===== src/rcs_defs.svh =====
// register offsets, field positions, reset values and timing counts for the
// retimer channel status slice; assumes a single 10 MHz system clock
`ifndef RCS_DEFS_SVH
`define RCS_DEFS_SVH

// ----------------------------------------------------------------------------
// register offsets
// ----------------------------------------------------------------------------
`define RCS_OFS_EVENT 8'h01
`define RCS_OFS_STATUS 8'h02
`define RCS_OFS_BOOST 8'h03
`define RCS_OFS_OVR 8'h2D

// ----------------------------------------------------------------------------
// field positions
// ----------------------------------------------------------------------------
`define RCS_EVT_LOCK_LOSS 4
`define RCS_EVT_SIG_LOSS 0
`define RCS_ST_PPM_OK 7
`define RCS_ST_ADAPT_DONE 6
`define RCS_ST_LOCK_FAIL 5
`define RCS_ST_LOCK 4
`define RCS_ST_LOCK_MIRROR 3
`define RCS_ST_TRANS_OK 2
`define RCS_ST_LPF_HIGH 1
`define RCS_ST_LPF_LOW 0
`define RCS_OVR_ENABLE 3

// ----------------------------------------------------------------------------
// reset values
// ----------------------------------------------------------------------------
`define RCS_RST_STATUS 8'h00
`define RCS_RST_BOOST 8'h00
`define RCS_RST_EVENT 8'h00
`define RCS_RST_OVR 8'h00

// ----------------------------------------------------------------------------
// timing
// ----------------------------------------------------------------------------
`define RCS_CLK_PERIOD_NS 100
`define RCS_READ_LATENCY 1

`endif


===== src/rcs_pkg.sv =====
// types for the retimer channel status slice
// assumes rcs_defs.svh supplies the numeric constants
package rcs_pkg;

  // --------------------------------------------------------------------------
  // channel condition inputs from the analog and recovery logic
  // --------------------------------------------------------------------------
  typedef struct packed {
    logic sig_detect;
    logic ppm_ok;
    logic adapt_done;
    logic lock_fail;
    logic locked;
    logic trans_ok;
    logic lpf_high;
    logic lpf_low;
  } rcs_cond_s;

  // --------------------------------------------------------------------------
  // register access request
  // --------------------------------------------------------------------------
  typedef struct packed {
    logic rd;
    logic wr;
    logic [7:0] addr;
    logic [7:0] wdata;
  } rcs_req_s;

  // --------------------------------------------------------------------------
  // boost settings toward the equalizer
  // --------------------------------------------------------------------------
  typedef struct packed {
    logic [1:0] stage_zero;
    logic [1:0] stage_one;
    logic [1:0] stage_two;
    logic [1:0] stage_three;
  } rcs_boost_s;

  typedef enum logic [1:0] {
    RCS_SIG_IDLE = 2'b01,
    RCS_SIG_SEEN = 2'b10
  } rcs_sig_e;

endpackage


===== src/rcs_regs.sv =====
// register slice of one retimer channel: event flags, status byte, boost
// override; assumes the management bus bridge presents one-cycle read and
// write strobes synchronous to clk_sys, and condition inputs already
// synchronised to clk_sys
`include "rcs_defs.svh"

module rcs_regs #(
  parameter int REG_W = 8,
  parameter int BOOST_STAGES = 4
) (
  input wire logic clk_sys,
  input wire logic srst,
  input wire rcs_pkg::rcs_req_s req,
  input wire rcs_pkg::rcs_cond_s cond,
  input wire rcs_pkg::rcs_boost_s adapted_boost,
  output logic [7:0] rdata,
  output logic rvalid,
  output rcs_pkg::rcs_boost_s eq_boost,
  output logic signal_loss_flag,
  output logic lock_loss_flag
);
  import rcs_pkg::*;

  // --------------------------------------------------------------------------
  // elaboration checks
  // --------------------------------------------------------------------------
  // the register map and the boost layout are fixed at byte width, four
  // two-bit stages; other values would misplace fields
  if (REG_W != 8) begin : g_bad_width
    $error("rcs_regs: REG_W must be 8");
  end
  if (BOOST_STAGES != 4) begin : g_bad_stages
    $error("rcs_regs: BOOST_STAGES must be 4");
  end

  // --------------------------------------------------------------------------
  // state
  // --------------------------------------------------------------------------
  logic [7:0] boost_adapted_flat;
  logic [7:0] boost_sel_flat;
  rcs_sig_e sig_state;
  rcs_sig_e next_sig_state;
  logic lock_seen;
  logic next_lock_seen;
  logic next_signal_loss_flag;
  logic next_lock_loss_flag;
  logic [7:0] status;
  logic [7:0] next_status;
  logic [7:0] boost_override_fields;
  logic [7:0] next_boost_override_fields;
  logic [7:0] override_ctrl;
  logic [7:0] next_override_ctrl;
  logic [7:0] next_rdata;
  logic next_rvalid;
  rcs_boost_s next_eq_boost;
  logic event_rd;

  assign event_rd = req.rd && (req.addr == `RCS_OFS_EVENT);
  assign boost_adapted_flat = adapted_boost;

  // --------------------------------------------------------------------------
  // per-stage boost selection
  // --------------------------------------------------------------------------
  // one enable covers all stages so a partial override is never seen
  for (genvar g = 0; g < BOOST_STAGES; g++) begin : g_stage
    assign boost_sel_flat[2*g+1:2*g] = override_ctrl[`RCS_OVR_ENABLE] ?
      boost_override_fields[2*g+1:2*g] : boost_adapted_flat[2*g+1:2*g];
  end

  // --------------------------------------------------------------------------
  // event flags
  // --------------------------------------------------------------------------
  always_comb begin
    next_sig_state = sig_state;
    next_signal_loss_flag = signal_loss_flag;
    next_lock_seen = lock_seen;
    next_lock_loss_flag = lock_loss_flag;
    // both flags clear on a read of the event register; a new event in the
    // same cycle still wins so nothing is lost
    if (event_rd) begin
      next_signal_loss_flag = 1'b0;
      next_lock_loss_flag = 1'b0;
    end
    case (sig_state)
      RCS_SIG_IDLE: begin
        if (cond.sig_detect) begin
          next_sig_state = RCS_SIG_SEEN;
        end
      end
      RCS_SIG_SEEN: begin
        if (!cond.sig_detect) begin
          next_sig_state = RCS_SIG_IDLE;
          next_signal_loss_flag = 1'b1;
        end
      end
      default: begin
        next_sig_state = RCS_SIG_IDLE;
      end
    endcase
    if (cond.locked) begin
      next_lock_seen = 1'b1;
    end else if (lock_seen) begin
      next_lock_seen = 1'b0;
      next_lock_loss_flag = 1'b1;
    end
  end

  always_ff @(posedge clk_sys) begin
    if (srst) begin
      sig_state <= RCS_SIG_IDLE;
      signal_loss_flag <= 1'b0;
      lock_seen <= 1'b0;
      lock_loss_flag <= 1'b0;
    end else begin
      sig_state <= next_sig_state;
      signal_loss_flag <= next_signal_loss_flag;
      lock_seen <= next_lock_seen;
      lock_loss_flag <= next_lock_loss_flag;
    end
  end

  // --------------------------------------------------------------------------
  // status byte, sampled every cycle, never written
  // --------------------------------------------------------------------------
  always_comb begin
    next_status = `RCS_RST_STATUS;
    next_status[`RCS_ST_PPM_OK] = cond.ppm_ok;
    next_status[`RCS_ST_ADAPT_DONE] = cond.adapt_done;
    next_status[`RCS_ST_LOCK_FAIL] = cond.lock_fail;
    next_status[`RCS_ST_LOCK] = cond.locked;
    next_status[`RCS_ST_LOCK_MIRROR] = cond.locked;
    next_status[`RCS_ST_TRANS_OK] = cond.trans_ok;
    next_status[`RCS_ST_LPF_HIGH] = cond.lpf_high;
    next_status[`RCS_ST_LPF_LOW] = cond.lpf_low;
  end

  always_ff @(posedge clk_sys) begin
    if (srst) begin
      status <= `RCS_RST_STATUS;
    end else begin
      status <= next_status;
    end
  end

  // --------------------------------------------------------------------------
  // writable registers and boost selection
  // --------------------------------------------------------------------------
  always_comb begin
    next_boost_override_fields = boost_override_fields;
    next_override_ctrl = override_ctrl;
    // writes to the status offset fall through untouched
    if (req.wr && (req.addr == `RCS_OFS_BOOST)) begin
      next_boost_override_fields = req.wdata;
    end else if (req.wr && (req.addr == `RCS_OFS_OVR)) begin
      next_override_ctrl = req.wdata;
    end
    next_eq_boost = rcs_boost_s'(boost_sel_flat);
  end

  always_ff @(posedge clk_sys) begin
    if (srst) begin
      boost_override_fields <= `RCS_RST_BOOST;
      override_ctrl <= `RCS_RST_OVR;
      eq_boost <= rcs_boost_s'(8'h00);
    end else begin
      boost_override_fields <= next_boost_override_fields;
      override_ctrl <= next_override_ctrl;
      eq_boost <= next_eq_boost;
    end
  end

  // --------------------------------------------------------------------------
  // read path
  // --------------------------------------------------------------------------
  always_comb begin
    next_rvalid = req.rd;
    next_rdata = 8'h00;
    if (!req.rd) begin
      next_rdata = 8'h00;
    end else if (req.addr == `RCS_OFS_EVENT) begin
      next_rdata[`RCS_EVT_LOCK_LOSS] = lock_loss_flag;
      next_rdata[`RCS_EVT_SIG_LOSS] = signal_loss_flag;
    end else if (req.addr == `RCS_OFS_STATUS) begin
      next_rdata = status;
    end else if (req.addr == `RCS_OFS_BOOST) begin
      next_rdata = boost_override_fields;
    end else if (req.addr == `RCS_OFS_OVR) begin
      next_rdata = override_ctrl;
    end else begin
      next_rdata = 8'h00;
    end
  end

  always_ff @(posedge clk_sys) begin
    if (srst) begin
      rdata <= 8'h00;
      rvalid <= 1'b0;
    end else begin
      rdata <= next_rdata;
      rvalid <= next_rvalid;
    end
  end

endmodule


===== config.mk =====
export PLATFORM = sky130hd
export DESIGN_NAME = rcs_regs
export DESIGN_NICKNAME = d
export VERILOG_FILES = /design/src/rcs_pkg.sv /design/src/rcs_regs.sv
export VERILOG_INCLUDE_DIRS = /design/src /design/src/src
export SDC_FILE = /design/constraint.sdc
export NUM_CORES = 1
export LEC_CHECK = 0
export ABC_AREA = 1
export BUFFER_PORTS_ARGS = -buffer_cell sky130_fd_sc_hd__buf_2
export CAP_MARGIN = 20
export CORE_UTILIZATION = 54
export DETAILED_ROUTE_END_ITERATION = 10
export PLACE_DENSITY = 0.83
export SKIP_CTS_REPAIR_TIMING = 1
export SLEW_MARGIN = 20
export SYNTH_ARGS = -nofsm -noshare
export SYNTH_HDL_FRONTEND = slang
export SYNTH_SLANG_ARGS = --single-unit

===== constraint.sdc =====
create_clock -name clk_sys -period 1.8 [get_ports clk_sys]
set_input_delay 0 -clock clk_sys [delete_from_list [all_inputs] [get_ports clk_sys]]
set_output_delay 0 -clock clk_sys [all_outputs]
set_load 0.03 [all_outputs]

; ---- Word-level counts from Yosys, hierarchy flattened
; Cells that the tools add are included.
[classes]
n_bitwise = 2
eq_ne = 8
n_reduce_logical = 7
mux = 19
[op_table]
columns = cell, count
row1 = $mux W8, 3
row2 = $eq A8 B2 Y1 const B, 2
row3 = $mux W2, 6
row4 = $mux W1, 9
row5 = $eq A8 B1 Y1 const B, 1
row6 = $eq A8 B6 Y1 const B, 1
row7 = $ne A2 B2 Y1 const B, 2
row8 = $pmux W2 S2, 1
row9 = $reduce_and A2 Y1, 2
row10 = $logic_and A1 B1 Y1, 3
row11 = $reduce_or A3 Y1, 1
row12 = $eq A2 B1 Y1 const B, 1
row13 = $eq A2 B2 Y1 const B, 1
row14 = $not A1 Y1, 2
row15 = $reduce_or A2 Y1, 1
[totals]
inputBits = 36
output_inout_bits = 19
elab_cells = 50
reg_bits = 46

; ---- Depth between registers and ports, before layout
[depth]
ltp_word = 5
ltp_mapped = 8
ltp_nobuf = 8

; ---- Least setup slack after synthesis
; No wires, ideal clock.
[synth_timing]
path_type = register to register
start = reg override_ctrl[3]
end = reg eq_boost[0] (netlist bit)
required_ns = 1.684
arrival_ns = 0.845
setup_ns = 0.116
stages_incl_launch_ff = 5
path_slack_ns = 0.840
path_cell_list = dfxtp_1 > clkbuf_1 > inv_1 > nor2_1 > nor2_1
[synth_via]
elab_chain_len = 1
[synth_lines]
columns = element, line_no
row1 = from (decl), rcs_regs.sv:51  ; logic [7:0] override_ctrl;
row2 = from (signal assigned), rcs_regs.sv:163  ; override_ctrl <= `RCS_RST_OVR;
row3 = from (signal assigned), rcs_regs.sv:167  ; override_ctrl <= next_override_ctrl;
row4 = $mux W2, rcs_regs.sv:66  ; assign boost_sel_flat[2*g+1:2*g] = override_ctrl[`RCS_OVR_ENABLE] ?
row5 = to (signal assigned), rcs_regs.sv:164  ; eq_boost <= rcs_boost_s'(8'h00);
row6 = to (signal assigned), rcs_regs.sv:168  ; eq_boost <= next_eq_boost;
row7 = to (decl), rcs_regs.sv:18  ; output rcs_pkg::rcs_boost_s eq_boost,
; Every way passes these cells.
; A chain may end at the register's enable or synchronous reset.

; ---- Worst setup path after layout
[layout_timing]
start = in srst
end = reg rdata[7]
[layout_via]
elab_chain_len = 1
[layout_lines]
columns = element, line_no
row1 = from (decl), rcs_regs.sv:12  ; input wire logic srst,
row2 = $reduce_or A3 Y1 (no source line), n/a
row3 = to (signal assigned), rcs_regs.sv:199  ; rdata <= next_rdata;
row4 = to (decl), rcs_regs.sv:16  ; output logic [7:0] rdata,
; Every way passes these cells.

==> implementation parameters <==
Parameter                              Value

Global routing
  Largest net degree at the start of global routing    27
  Overflow left after global routing    0
  First-pass GRT wire length    5870 um
  Number of antenna violations at the first check in global routing    0
  Overall global routing resource usage    22.4%
  Number of global-route vias before repair    1442

Finish
  Leading cell type in the layout, fill and taps excluded    nor2_1
  Most used cells in the layout excluding fill and tap cells    nor2_1, buf_2, nand2_1, dfxtp_1, inv_1
  Number of nets in the final layout    384
  Layout cell share with drive strength beyond 1    20.9%
  Layout overhead on the synthesized area    38.0%
  Number of inserted diodes    0
  Final cell count without fillers    393

Drt
  Aggregate routed wire length    4230 um
  Routed vias    1846
  Average wire length per cell after detail routing    10.8 um
  First-iteration detailed-routing DRC count    109
  Mean number of vias per cell    4.70
  Drt pass-1 iters    4
  Remaining antenna violation count    0
  Residual DRC    0

Clock tree
  Buffer depth of the longest clock path    2
  Clock-pin slew on the worst setup and hold paths    0.12 ns
  Number of buffers inserted during clock tree synthesis    5
  CTS H-tree depth    2
  Worst-skew pair later-pin latency    0.36 ns
  Sink Count    44
  Clk Tree Root Cell    clkbuf_4
  Clock tree from TritonCTS    done

Yosys
  Fraction of the yosys area taken by sequential cells    48.2%
  Number of nets produced by synthesis    297
  Portion of synthesized cell area occupied by the leading cell type    48.2%
  Fraction of synthesized area in multiplexers    0%
  Post-synthesis adder-cell area fraction    0%
  Biggest area contributors in the synthesized netlist    dfxtp_1, nor2_1, nand2_1
  Dominant combinational cell family by area after synthesis    simple AND/OR/NAND/NOR gates
  Post-synth cell types    17
  Main synth FF type    dfxtp_1
  Count of flip-flops with a built-in enable after synthesis    0
  Post-synthesis compound-gate area fraction    8.76%
  Cell count after synthesis    261
  Netlist area before placement    1830 um2
  Synthesized area divided by synthesized cell count    7.01 um2
  Xor and xnor area share after synthesis    0%
  Post-Synth Simple-Gate Area    33.1%
  Number of flip-flops and latches in the synthesized netlist    44
  Share of synthesized registers carrying an async set or reset    0%
  Library cell occupying the most area in the post-synthesis netlist    dfxtp_1
  Count of synthesis-stage warnings from yosys    0

Floorplanning
  Width of the die    60.2 um
  Core area    3130 um2
  Floorplan row count    20
  Initial core utilization    58.5%
  Num ports    55
  Die footprint    3620 um2
  Height of the die    60.2 um

Placement
  Count of buffers from port buffering    54
  GP Congestion    0.874
  Worst slack at placement    0.568 ns
  Cell total after placement    352
  Estimated wirelength of the detail-placed design    2660 um

Job
  Max Cap Viol    0

Timing
  Number of max-slew violations in the final report    0
  Worst max-slew margin expressed relative to the limit    65.7%
  Actual slew at the worst max-slew pin    0.513 ns
  Worst Slack Setup Final    0.470 ns
  Achievable frequency    752 MHz
  Worst hold slack    0.0553 ns
  Fin. Hold Viols    0
  Shortest clock period the worst path allows after layout    1.33 ns
  Fin Setup TNS    0 ns
  Final setup viols    0
  Period utilization    73.9%
  Worst clock skew    0.00962 ns
  RSZ-0062 raised after global routing    no

Worst setup path
  CP max stage delay    0.52 ns
  Endpoint required time on the critical path    2.11 ns
  CP Max Fanout    26
  Worst setup SP type    input pin
  Critical Path, Cell by Cell    dlygate4sd3_1 -> buf_2 -> inv_2 -> nand2_1 -> inv_2 -> nand2_1 -> inv_2 -> o21ai_0 -> nor2_1
  Setup crit end kind    flop
  Library cell appearing most often on the critical path    inv_2
  Buffer and inverter count on the worst path    5
  Worst Setup Path Type    input pin to flop
  Signal arrival time at the worst endpoint    1.64 ns
  Largest delay contributor family on the critical path    buffers and inverters
  Worst-path cell with the longest stage delay    dlygate4sd3_1

Hold path
  Classification of the worst-slack hold path    input pin to flop

Power
  Power per cell area    723 nW/um2
  Total power draw    1.83 mW
  Leakage Power    1.27 nW
  Largest voltage drop on the vdd net    563 uV

Status
  Status    completed
## path summary, 6_finish.rpt
kind                            endpoint  slack [ns]                                   from  cells past startpoint
setup / recovery     rdata[7]$_SDFF_PP0_        0.47                                   srst                      9
hold / removal       rdata[0]$_SDFF_PP0_        0.06                                 req[8]                      5
setup reg to reg  eq_boost[5]$_SDFF_PP0_        0.75          override_ctrl[3]$_SDFFE_PP0P_                      2
hold reg to reg   eq_boost[6]$_SDFF_PP0_        0.49  boost_override_fields[6]$_SDFFE_PP0P_                      2
## flip-flops by register name (all words and copies together), names as in the netlist
register / cells
rvalid: 1
lock_loss_flag: 1
eq_boost: 8
sig_state: 2
status: 7
rdata: 8
boost_override_fields: 8
signal_loss_flag: 1
override_ctrl: 8
## per-layer routing
metal	wire (um)	track usage, %
met1	1700	26.0
met2	2140	36.7
met3	256	5.19
met4	140	14.3
met5	0	0
## worst reg2reg max path, cell delays in order, from the launching register on
cell and delay (ns):
dfxtp_1 0.66, o21ai_0 0.18, a21oi_1 0.15
## kinds of logic after synthesis
logic type             after synthesis
buffers and inverters               46
flip-flops                          44
AO/OA/AOI/OAI                       32
AND/OR/NAND/NOR                    139
## cells in the mapped netlist, types with 2 or more instances
cell type and n:
dfxtp_1 44, buf_2 2, nor2_1 67, inv_2 3, clkbuf_1 3, nor2_2 2, a21oi_1 10, inv_1 36
nand3_1 13, o21ai_0 22, nor2_4 5, nand2_1 48, nand4_1 2
## power breakdown
group          leakage (nW)  internal (mW)  switching [mW]
clock network        0.0422          0.291           0.306
registers             0.359          0.998         0.00745
logic                 0.867          0.106           0.116
## metrics by stage
stage / instance area [um2] / utilization (%)
after floorplan: 1830 / -
final: 2520 / 80.7
after global routing: 2520 / 80.7
after global placement: 2120 / 67.7
after detailed placement: 2120 / 67.7
after CTS: 2190 / 70.2
## cell type report
class | count | area, um2
Clock buffer | 6 | 41.3
Clock inverter | 2 | 35.0
Fill cell | 226 | 603
Inverter | 39 | 146
Multi-Input combinational cell | 171 | 766
Sequential cell | 44 | 881
Tap cell | 44 | 55.1
Timing Repair Buffer | 87 | 601
Note: power is estimated with default switching activity, not from simulation.
